**src/hdl/tccr_defs.svh**
```systemverilog
// Constants for the telemetry and channel configuration register bank
`ifndef TCCR_DEFS_SVH
`define TCCR_DEFS_SVH

// Command codes seen on the command port from the transaction layer
`define TCCR_CMD_VIN        8'h88
`define TCCR_CMD_VOUT       8'h8B
`define TCCR_CMD_TEMP       8'h8D
`define TCCR_CMD_REV        8'h98
`define TCCR_CMD_CFG        8'hD0

// Configuration word field positions
`define TCCR_CFG_MODE_HI    15
`define TCCR_CFG_MODE_LO    14
`define TCCR_CFG_FAST_OFF   11
`define TCCR_CFG_SUP_LOWRES 10
`define TCCR_CFG_ADC_HIRES  9
`define TCCR_CFG_CTRL_SEL   8
`define TCCR_CFG_SERVO_CONT 7
`define TCCR_CFG_SERVO_WARN 6
`define TCCR_CFG_DAC_HI     5
`define TCCR_CFG_DAC_LO     4

// Reserved bits 13:12 are never stored
`define TCCR_CFG_WMASK      16'hCFFF

// DAC mode value that means soft-connect and servo
`define TCCR_DAC_SERVO      2'h0

// Reset values
`define TCCR_CFG_RST        16'h0000
`define TCCR_TELEM_RST      16'h0000
`define TCCR_REV_PAD        8'h00

`endif

```
**src/hdl/tccr_pkg.sv**
```systemverilog
// Types shared by the telemetry and channel configuration register bank
package tccr_pkg;

  // Source of an incoming conversion result
  typedef enum logic [1:0] {
    TCCR_SRC_VIN  = 2'h0,
    TCCR_SRC_VOUT = 2'h1,
    TCCR_SRC_TEMP = 2'h3
  } tccr_src_t;

  // Command from the transaction layer
  typedef struct packed {
    logic        valid;
    logic        write;
    logic [7:0]  code;
    logic [7:0]  page;
    logic [15:0] wdata;
  } tccr_cmd_t;

  // Answer to the transaction layer
  typedef struct packed {
    logic        valid;
    logic        err;
    logic [15:0] rdata;
  } tccr_rsp_t;

  // Finished conversion from the ADC datapath
  typedef struct packed {
    logic        valid;
    tccr_src_t   src;
    logic [7:0]  chan;
    logic [15:0] word;
  } tccr_adc_t;

  // Decoded per-channel settings driven to the channel logic
  typedef struct packed {
    logic       track_slave;
    logic       seq_off_on_fault;
    logic       fast_servo_en;
    logic       sup_low_res;
    logic       adc_hires;
    logic       servo_cont;
    logic       servo_on_warn;
    logic [1:0] dac_mode;
  } tccr_chcfg_t;

endpackage : tccr_pkg

```
**src/hdl/tccr_chan.sv**
```systemverilog
// One channel: configuration word storage, decode and re-servo trigger
`timescale 1ns/1ns
`include "tccr_defs.svh"
module tccr_chan
  import tccr_pkg::*;
#(
  parameter bit ODD = 1'b0
)
(
  // Clock and reset
  input  wire logic        ref_clk,
  input  wire logic        rst,
  // Configuration write
  input  wire logic        wr_en,
  input  wire logic [15:0] wdata,
  // Synchronised control pins, bit 0 first, bit 1 second
  input  wire logic [1:0]  ctrl_sync,
  // Warning comparisons from the supervisor
  input  wire logic        ov_hit,
  input  wire logic        uv_hit,
  // Results
  output logic      [15:0] cfg_word_q,
  output tccr_chcfg_t      cfg_q,
  output logic             control_q,
  output logic             reservo_q
);

  tccr_chcfg_t cfg_d;
  logic        servo_mode;
  logic        warn_q;

  // Store the word; reserved bits are dropped so they read back as zero
  always_ff @(posedge ref_clk)
  begin
    if (rst)
      cfg_word_q <= `TCCR_CFG_RST;
    else if (wr_en)
      cfg_word_q <= wdata & `TCCR_CFG_WMASK;
  end

  assign servo_mode = (cfg_word_q[`TCCR_CFG_DAC_HI:`TCCR_CFG_DAC_LO] == `TCCR_DAC_SERVO);

  // Decode fields into effective settings
  always_comb
  begin
    cfg_d                  = '0;
    cfg_d.track_slave      = cfg_word_q[`TCCR_CFG_MODE_HI];
    cfg_d.seq_off_on_fault = ~cfg_word_q[`TCCR_CFG_MODE_HI] & cfg_word_q[`TCCR_CFG_MODE_LO];
    cfg_d.fast_servo_en    = ~cfg_word_q[`TCCR_CFG_FAST_OFF];
    cfg_d.sup_low_res      = cfg_word_q[`TCCR_CFG_SUP_LOWRES];
    // Even channels always convert at low resolution
    cfg_d.adc_hires        = ODD & cfg_word_q[`TCCR_CFG_ADC_HIRES];
    cfg_d.servo_cont       = servo_mode & cfg_word_q[`TCCR_CFG_SERVO_CONT];
    cfg_d.servo_on_warn    = servo_mode & ~cfg_word_q[`TCCR_CFG_SERVO_CONT]
                             & cfg_word_q[`TCCR_CFG_SERVO_WARN];
    cfg_d.dac_mode         = cfg_word_q[`TCCR_CFG_DAC_HI:`TCCR_CFG_DAC_LO];
  end

  // Register decoded settings so every output is a flop
  always_ff @(posedge ref_clk)
  begin
    if (rst)
      cfg_q <= '0;
    else
      cfg_q <= cfg_d;
  end

  // Pick the governing control pin
  always_ff @(posedge ref_clk)
  begin
    if (rst)
      control_q <= 1'b0;
    else
      control_q <= cfg_word_q[`TCCR_CFG_CTRL_SEL] ? ctrl_sync[1] : ctrl_sync[0];
  end

  // One pulse per entry into a warning; a held warning does not re-trigger
  always_ff @(posedge ref_clk)
  begin
    if (rst)
    begin
      warn_q    <= 1'b0;
      reservo_q <= 1'b0;
    end
    else
    begin
      warn_q    <= ov_hit | uv_hit;
      reservo_q <= cfg_q.servo_on_warn & (ov_hit | uv_hit) & ~warn_q;
    end
  end

endmodule : tccr_chan

```
**src/hdl/tccr_sync.sv**
```systemverilog
// Two flip-flop synchroniser for asynchronous pin levels
`timescale 1ns/1ns
module tccr_sync
  import tccr_pkg::*;
#(
  parameter int W = 2
)
(
  // Clock and reset
  input  wire logic         ref_clk,
  input  wire logic         rst,
  // Pin side
  input  wire logic [W-1:0] async_in,
  // Clock side
  output logic      [W-1:0] sync_q
);

  logic [W-1:0] meta_q;

  // First stage feeds only the second stage, to contain metastability
  always_ff @(posedge ref_clk)
  begin
    if (rst)
    begin
      meta_q <= '0;
      sync_q <= '0;
    end
    else
    begin
      meta_q <= async_in;
      sync_q <= meta_q;
    end
  end

endmodule : tccr_sync

```
**src/hdl/tccr_top.sv**
```systemverilog
// Telemetry readback and per-channel configuration register bank
`timescale 1ns/1ns
`include "tccr_defs.svh"
module tccr_top
  import tccr_pkg::*;
#(
  parameter int         NUM_CH        = 8,
  parameter logic [7:0] REVISION_CODE = 8'h5A  // Arbitrary value
)
(
  // Clock and reset
  input  wire logic        ref_clk,
  input  wire logic        rst,
  // Command port from the transaction layer
  input  wire tccr_cmd_t   cmd,
  output tccr_rsp_t        rsp_q,
  // Conversion results from the ADC datapath
  input  wire tccr_adc_t   adc,
  // Asynchronous control pins
  input  wire logic        first_control_pin,
  input  wire logic        second_control_pin,
  // Warning comparisons, one per channel
  input  wire logic [NUM_CH-1:0] ov_warn_hit,
  input  wire logic [NUM_CH-1:0] uv_warn_hit,
  // Per-channel settings and events
  output tccr_chcfg_t      chan_cfg_q     [NUM_CH],
  output logic [NUM_CH-1:0] chan_control_q,
  output logic [NUM_CH-1:0] reservo_q,
  // Format of each stored output reading: high when L11 millivolts
  output logic [NUM_CH-1:0] vout_l11_mv_q
);

  ////////////////////////////////////////////////////////////////////////////
  // Declarations

  logic [1:0]  ctrl_sync;
  logic [15:0] cfg_word [NUM_CH];
  logic [15:0] vin_q;
  logic [15:0] temp_q;
  logic [15:0] vout_q   [NUM_CH];
  logic        page_ok;
  logic [2:0]  page_idx;
  logic        cfg_wr;
  tccr_rsp_t   rsp_d;

  ////////////////////////////////////////////////////////////////////////////
  // Control pin synchroniser

  tccr_sync #(
    .W (2)
  ) u_sync (
    .ref_clk  (ref_clk),
    .rst      (rst),
    .async_in ({second_control_pin, first_control_pin}),
    .sync_q   (ctrl_sync)
  );

  ////////////////////////////////////////////////////////////////////////////
  // Page decode

  // Pages outside the channel range are refused rather than aliased
  assign page_ok  = (32'(cmd.page) < NUM_CH);
  assign page_idx = cmd.page[2:0];

  // Only a write to the configuration code touches stored settings
  assign cfg_wr = cmd.valid & cmd.write & page_ok & (cmd.code == `TCCR_CMD_CFG);

  ////////////////////////////////////////////////////////////////////////////
  // Channels

  for (genvar g = 0; g < NUM_CH; g++)
  begin : g_chan
    logic        sel;
    logic        vout_hit;

    assign sel      = (page_idx == 3'(g));
    assign vout_hit = adc.valid & (adc.src == TCCR_SRC_VOUT) & (adc.chan == 8'(g));

    tccr_chan #(
      .ODD (g % 2 == 1)
    ) u_chan (
      .ref_clk    (ref_clk),
      .rst        (rst),
      .wr_en      (cfg_wr & sel),
      .wdata      (cmd.wdata),
      .ctrl_sync  (ctrl_sync),
      .ov_hit     (ov_warn_hit[g]),
      .uv_hit     (uv_warn_hit[g]),
      .cfg_word_q (cfg_word[g]),
      .cfg_q      (chan_cfg_q[g]),
      .control_q  (chan_control_q[g]),
      .reservo_q  (reservo_q[g])
    );

    // Whole-word capture with its format tag, taken at the conversion
    always_ff @(posedge ref_clk)
    begin
      if (rst)
      begin
        vout_q[g]        <= `TCCR_TELEM_RST;
        vout_l11_mv_q[g] <= 1'b0;
      end
      else if (vout_hit)
      begin
        vout_q[g]        <= adc.word;
        vout_l11_mv_q[g] <= chan_cfg_q[g].adc_hires;
      end
    end
  end

  ////////////////////////////////////////////////////////////////////////////
  // Shared telemetry words

  // Input voltage: replaced whole when a new conversion lands
  always_ff @(posedge ref_clk)
  begin
    if (rst)
      vin_q <= `TCCR_TELEM_RST;
    else if (adc.valid && adc.src == TCCR_SRC_VIN)
      vin_q <= adc.word;
  end

  // Junction temperature: replaced whole when a new conversion lands
  always_ff @(posedge ref_clk)
  begin
    if (rst)
      temp_q <= `TCCR_TELEM_RST;
    else if (adc.valid && adc.src == TCCR_SRC_TEMP)
      temp_q <= adc.word;
  end

  ////////////////////////////////////////////////////////////////////////////
  // Command answer

  // Reads sample the stored words only, so they disturb nothing
  always_comb
  begin
    rsp_d       = '0;
    rsp_d.valid = cmd.valid;
    if (cmd.valid)
    begin
      case (cmd.code)
        `TCCR_CMD_VIN:
        begin
          rsp_d.err   = cmd.write;
          rsp_d.rdata = cmd.write ? 16'h0000 : vin_q;
        end
        `TCCR_CMD_TEMP:
        begin
          rsp_d.err   = cmd.write;
          rsp_d.rdata = cmd.write ? 16'h0000 : temp_q;
        end
        `TCCR_CMD_REV:
        begin
          // Write is refused and the code stays fixed
          rsp_d.err   = cmd.write;
          rsp_d.rdata = cmd.write ? 16'h0000 : {`TCCR_REV_PAD, REVISION_CODE};
        end
        `TCCR_CMD_VOUT:
        begin
          rsp_d.err = cmd.write | ~page_ok;
          if (!cmd.write && page_ok)
            rsp_d.rdata = vout_q[page_idx];
        end
        `TCCR_CMD_CFG:
        begin
          rsp_d.err = ~page_ok;
          if (!cmd.write && page_ok)
            rsp_d.rdata = cfg_word[page_idx];
        end
        default:
        begin
          rsp_d.err = 1'b1;
        end
      endcase
    end
  end

  // One answer per command, one cycle after it is taken
  always_ff @(posedge ref_clk)
  begin
    if (rst)
      rsp_q <= '0;
    else
      rsp_q <= rsp_d;
  end

endmodule : tccr_top
```
**config.mk**
```make
export PLATFORM = sky130hd
export DESIGN_NAME = tccr_top
export DESIGN_NICKNAME = d
export VERILOG_FILES = /design/src/hdl/tccr_pkg.sv /design/src/hdl/tccr_chan.sv /design/src/hdl/tccr_sync.sv /design/src/hdl/tccr_top.sv
export VERILOG_INCLUDE_DIRS = /design/src /design/src/hdl
export SDC_FILE = /design/constraint.sdc
export NUM_CORES = 1
export LEC_CHECK = 0
export BUFFER_PORTS_ARGS = -buffer_cell sky130_fd_sc_hd__buf_2
export CAP_MARGIN = 20
export CORE_MARGIN = 3
export CORE_UTILIZATION = 45
export CTS_CLUSTER_DIAMETER = 80
export DETAILED_ROUTE_END_ITERATION = 10
export PLACE_DENSITY = 0.65
export SLEW_MARGIN = 5
export SYNTH_ARGS = -nofsm -noshare
export SYNTH_HDL_FRONTEND = slang
export SYNTH_SLANG_ARGS = --single-unit
```
**constraint.sdc**
```tcl
create_clock -name ref_clk -period 3.5 [get_ports ref_clk]
set_clock_uncertainty 0.1 [all_clocks]
set_input_delay 0.7 -clock ref_clk [delete_from_list [all_inputs] [get_ports ref_clk]]
set_output_delay 0.7 -clock ref_clk [all_outputs]
set_load 0.01 [all_outputs]
```
==> results.yml, run 1 <==
critical_path:
  reg2reg_slack_ps: 1130
  ff2ff_path_depth: 5
  r2r-end: "rsp_q[5]"
  cp-endpoint: "rsp_q[5]"
  startpoint_type: "primary input"
  path_cells: "buf_2 -> buf_4 -> mux4_2 -> nor2_1 -> a2111oi_1 -> a31oi_1 -> o22ai_1"
  worstPathMaxFanout: 13
  critical_path_required_ps: 3840
  path_buf_inv: 2
  critPathMaxStageDelay_ps: 1060
  path_class: "primary input to flip-flop"
  r2r_start: "g_chan[4].u_chan.cfg_word_q[5]"
  path_depth: 7
  critPathArrivalTime_ps: 2980
  crit_family: "compound AO/OA/AOI/OAI gates"
  timing.critical_path.from: "cmd[18]"
  cp_slowest_cell: "a2111oi_1"
  endpoint_kind: "flip-flop"
synth:
  ys_seq_area_share_pct: 57.6
  synth_warnings: 0
  ys_ff_latch: 390
  synth_edf_count: 128
  synth.distinct_cells: 51
  ys.flop_type: "dfxtp_1"
  synthArstFlopShare_pct: 0
  syn-cell-area_um2: 15800
  synthCells: 1422
  avgSynthCellArea_um2: 11.1
detailed_routing:
  routed-wl-met2_um: 19700
  routed_wl_um: 41600
  routed.top_layer: "met5"
  wl_per_cell_um: 20.0
  drt-met1-wl_um: 18000
  drtPass1Iterations: 5
  drc_errors: 0
  met3WireLength_um: 2790
  antenna_left: 0
  routed_via_density: 5.37
  via_count: 11142
  drt_iter0_markers: 818
sta:
  finalMaxSlewViolations: 0
  finalCriticalPeriod_ps: 2630
  setup_slack_ps: 866
  finalHoldViolations: 0
  worst_slew_pin_slew_ps: 1280
  period_share_pct: 75.3
  tns_ps: 0
  maxSlewHeadroom_pct: 14.5
  rsz0062_at_grt: "false"
  max_freq_mhz: 380
  final-setup-viol-count: 0
layout:
  mostFrequentLayoutCells: "dfxtp_1, buf_2, nor2_1"
  drive_above_1_share_pct: 21.5
  register_area_um2: 9090
  multi_input_area_um2: 6120
  nets: 1676
  syn2layout_area_growth_pct: 17.5
  layout_commonest_cell: "dfxtp_1"
  final_util_pct: 54.5
  fillers: 3032
cts:
  cts_buffer_depth: 3
  clock_sinks: 390
  cts_tree: "done"
  post_cts_resized: 0
  cts_buffers: 40
  htreeDepth: 2
  cts_root_buffer: "clkbuf_16"
  cts_hold_buf: 0
  postCtsSetupBuffers: 0
  clk_pin_slew_ps: 60
  clk_latency_ps: 550
grt:
  grt.total_usage_pct: 21.8
  grt_max_degree: 172
  overflow: 0
  grt_pass1_vias: 11025
  antenna_found_initial: 3
  grt_pass1_wl_um: 64500
pwr:
  p_int_mw: 7.44
  clockPowerShare_pct: 44.7
  p_sw_mw: 2.10
  netSwitchingFraction_pct: 22.0
  combPwrFrac_pct: 5.0
  seq_power_share_pct: 50.3
  p_total_mw: 9.54
  power_leakage_nw: 7.65
  p_per_area_nw_per_um2: 515
  vdd_drop_max_v: 0.000392
placement:
  dp_slack_ps: 439
  io_buffers: 184
  place_congestion: 0.840
  post-dp-hpwl_um: 28200
run_status:
  status: "finished clean"
die:
  fp.dieW_um: 193
  coreArea_um2: 34000
  die_h_um: 193
  dieArea_um2: 37400
  num_rows: 67
  num_io_pins: 195
  initial_core_util_pct: 46.4
run:
  maxCapViolCount: 0
worst_hold_path:
  holdCritPathClass: "primary input to flip-flop"
per-stage QoR:
stage | instances | hold WS (ps) | instance area, um2
final | 2076 | 267 | 18500
after global routing | 2074 | 278 | 18500
after CTS | 2073 | 249 | 18500
after detailed placement | 2001 | 286 | 17200
after global placement | 2000 | 278 | 17200
after floorplan | 1429 | 276 | 15800
worst reg2reg max path: stages, from the launching register on:
cell and delay (ps):
dfxtp_1 380, mux4_2 280, nor2_1 50, a2111oi_1 1060, a31oi_1 200, o22ai_1 200
how the worst min path moves through the flow:
stage	from	end	slack, ps	cells after the start
after global routing	second_control_pin	u_sync.meta_q[1]	280	2
after global placement	g_chan[5].u_chan.warn_q	g_chan[5].u_chan.reservo_q	280	1
final	second_control_pin	u_sync.meta_q[1]	270	2
after detailed placement	g_chan[0].u_chan.warn_q	g_chan[0].u_chan.reservo_q	290	1
after CTS	second_control_pin	u_sync.meta_q[1]	250	2
after floorplan	g_chan[0].u_chan.warn_q	g_chan[0].u_chan.reservo_q	280	1
metal layers:
layer / vias up / global-route usage (%)
met4: 2 / 6.78
met2: 399 / 36.4
met3: 78 / 4.24
met5: - / 0
li1: 5330 / -
met1: 5333 / 28.8
cell type report:
cell class | instances | share of cell area (%)
Sequential cell | 390 | 49.0
Antenna cell | 3 | 0.0405
Multi-Input combinational cell | 914 | 33.0
Tap cell | 448 | 3.02
Clock buffer | 48 | 5.61
Timing Repair Buffer | 248 | 7.84
Inverter | 1 | 0.0202
Clock inverter | 24 | 1.45
cell families (layout without fill, tap and decap cells):
group	after synthesis	after routing	synth area share, %
flops	390	390	57.6
other cells	1	11	0.0238
mux	170	170	12.6
simple gates	561	561	18.6
buf+inv	125	321	4.05
compound gates	175	175	7.09
registers in the layout, indices dropped and copies added (netlist names):
name,count
g_chan.u_chan.reservo_q,8
u_sync.sync_q,2
vout_q,128
g_chan.u_chan.warn_q,8
rsp_q,18
g_chan.u_chan.control_q,8
g_chan.u_chan.cfg_q,68
temp_q,16
u_sync.meta_q,2
vin_q,16
vout_l11_mv_q,4
g_chan.u_chan.cfg_word_q,112
synth_stat cells, types with 23 or more instances:
master / instances / share of area [%]
dfxtp_1: 262 / 33
nor2_1: 154 / 3.7
mux2i_1: 145 / 9.2
and2_1: 131 / 5.2
edfxtp_1: 128 / 24
nand2_1: 115 / 2.7
nor2b_1: 62 / 2.5
clkbuf_1: 60 / 1.4
o21ai_0: 37 / 1.2
a21oi_1: 36 / 1.1
a22oi_1: 30 / 1.4
buf_4: 30 / 1.4
buf_2: 28 / 0.89
mux4_2: 23 / 3.3
power groups by stage:
stage / registers (mW) / clock network [mW] / logic [mW]
floorplan: 4.89 / 0 / 0.285
global placement: 4.89 / 0 / 0.473
detailed placement: 4.90 / 0 / 0.480
CTS: 4.80 / 4.33 / 0.481
global route: 4.81 / 4.52 / 0.520
finish: 4.80 / 4.26 / 0.482
Note: power is estimated with default switching activity, not from simulation.
==> inputs of run 2 (changes only) <==
- clock period: 3.5 -> 2.29 ns (I/O delays scaled with it)
==> run 2 against run 1 <==
  * Critical path depth unchanged
  * Combinational power up 69%
  * Clock power grew 60%
  * Sequential share of layout area is 1.6 points lower
  * First-iteration DRC count decreased by 7.7%
  * Worst hold slack got worse by 220 ps
  * Final area up 3.4%
  * Worst setup slack lost 660 ps
  * Sequential power up 53%
  * Sequential cell count is the same
  * Utilization rose by 1.9 points
  * Global-route usage rose by 0.45 points
  * Largest power group unchanged
  * Highest routed layer is now met4
==> results.yml, run 2 (same netlist as run 1, synthesis figures left out) <==
run_status:
  status: "finished clean"
die:
  coreArea_um2: 34000
  dieArea_um2: 37400
  num_io_pins: 195
  initial_core_util_pct: 46.4
  num_rows: 67
  fp.dieW_um: 193
  die_h_um: 193
detailed_routing:
  antenna_left: 0
  drc_errors: 0
  routed_wl_um: 42200
  wl_per_cell_um: 19.8
  routed_via_density: 5.31
  drt_iter0_markers: 755
  via_count: 11351
  drtPass1Iterations: 5
placement:
  post-dp-hpwl_um: 29600
  place_congestion: 0.861
  dpl_cell_area_um2: 17800
  io_buffers: 184
  placedCellCount: 2059
cts:
  cts_buffers: 41
  cts_tree: "done"
  clk_latency_ps: 530
  htreeDepth: 2
  clock_sinks: 390
  cts_buffer_depth: 3
  cts_root_buffer: "clkbuf_16"
  post_cts_resized: 0
  clk_pin_slew_ps: 70
  cts_hold_buf: 0
  postCtsSetupBuffers: 0
layout:
  largest_reg_flops: 128
  layout_commonest_cell: "dfxtp_1"
  stdcell_count: 2136
  final_util_pct: 56.4
  reg_top3: "vout_q x128, g_chan.u_chan.cfg_word_q x112, g_chan.u_chan.cfg_q x68"
  nets: 1735
  mostFrequentLayoutCells: "dfxtp_1, buf_2, nor2_1"
  regMostFlops: "vout_q"
  syn2layout_area_growth_pct: 21.5
  drive_above_1_share_pct: 24.4
  design_area_um2: 19200
critical_path:
  r2r_start: "g_chan[0].u_chan.cfg_word_q[7]"
  critical_path_required_ps: 2640
  reg2reg_slack_ps: 200
  r2r-end: "rsp_q[7]"
  critPathArrivalTime_ps: 2440
  endpoint_kind: "flip-flop"
  startpoint_type: "flip-flop"
  worstPathMaxFanout: 4
  path_class: "flip-flop to flip-flop"
  ff2ff_path_depth: 7
sta:
  finalCriticalPeriod_ps: 2090
  period_share_pct: 91.2
  maxSlewHeadroom_pct: 49.2
  final-setup-viol-count: 0
  worst_slew_pin_slew_ps: 760
  hold_slack_ps: 46.6
  max_freq_mhz: 479
  rsz0062_at_grt: "false"
  finalMaxSlewViolations: 0
  finalHoldViolations: 0
run:
  maxCapViolCount: 0
grt:
  grt_pass1_wl_um: 66300
  grt.total_usage_pct: 22.2
  grt_max_degree: 74
  overflow: 0
  antenna_found_initial: 1
  grt_pass1_vias: 11424
worst_hold_path:
  hold_path_depth: 3
  hold_start: "ov_warn_hit[6]"
  holdPathEnd: "g_chan[6].u_chan.warn_q"
  holdCritPathClass: "primary input to flip-flop"
pwr:
  power_leakage_nw: 8.03
  vdd_drop_max_v: 0.000628
  p_per_area_nw_per_um2: 780
[run 2: how the worst max path moves through the flow]
stage / startpoint / to / slack [ps]
floorplan: adc[19] / vout_q[5][0] / -400
global placement: cmd[26] / rsp_q[7] / -220
detailed placement: cmd[26] / rsp_q[7] / -150
CTS: g_chan[0].u_chan.cfg_word_q[7] / rsp_q[7] / 220
global route: g_chan[2].u_chan.cfg_word_q[7] / rsp_q[7] / 210
finish: g_chan[0].u_chan.cfg_word_q[7] / rsp_q[7] / 200
[run 2: layout make-up]
class                   count  area, um2
diodes                      2       5.00
fillers                  2914      14900
clock buffers              59       1200
flip-flops and latches    390       9090
repair buffers            306       2020
multi-input cells         914       6100
well taps                 448        561
clock inverters            16        201
inverters                   1       3.75
[run 2: worst max-delay path: stages, from the launching register on]
cell       delay (ps)
dfxtp_1           390
mux4_2            270
nor2_1             40
a2111oi_0         620
buf_4             250
a31oi_1            50
buf_4             150
o22ai_1           130
[run 2: metrics by stage]
stage,setup slack (ps),setup TNS (ps),power [mW]
floorplan,-401,-21340,7.91
global placement,-223,-1720,8.28
detailed placement,-153,-2230,8.30
CTS,218,0,15.1
global route,207,0,15.5
finish,201,0,15.0
[run 2: report_power, final]
group          switching [mW]  internal (mW)
Sequential             0.0483           7.29
Clock                    2.70           4.11
Combinational           0.509          0.306
Total                    3.26           11.7
[run 2: routing by layer]
layer	global-route usage (%)	vias to the layer above	routed length, um
li1	-	5443	-
met1	29.7	5437	18100
met2	36.5	389	19900
met3	4.40	82	2830
met4	7.45	0	1310
met5	0	-	0
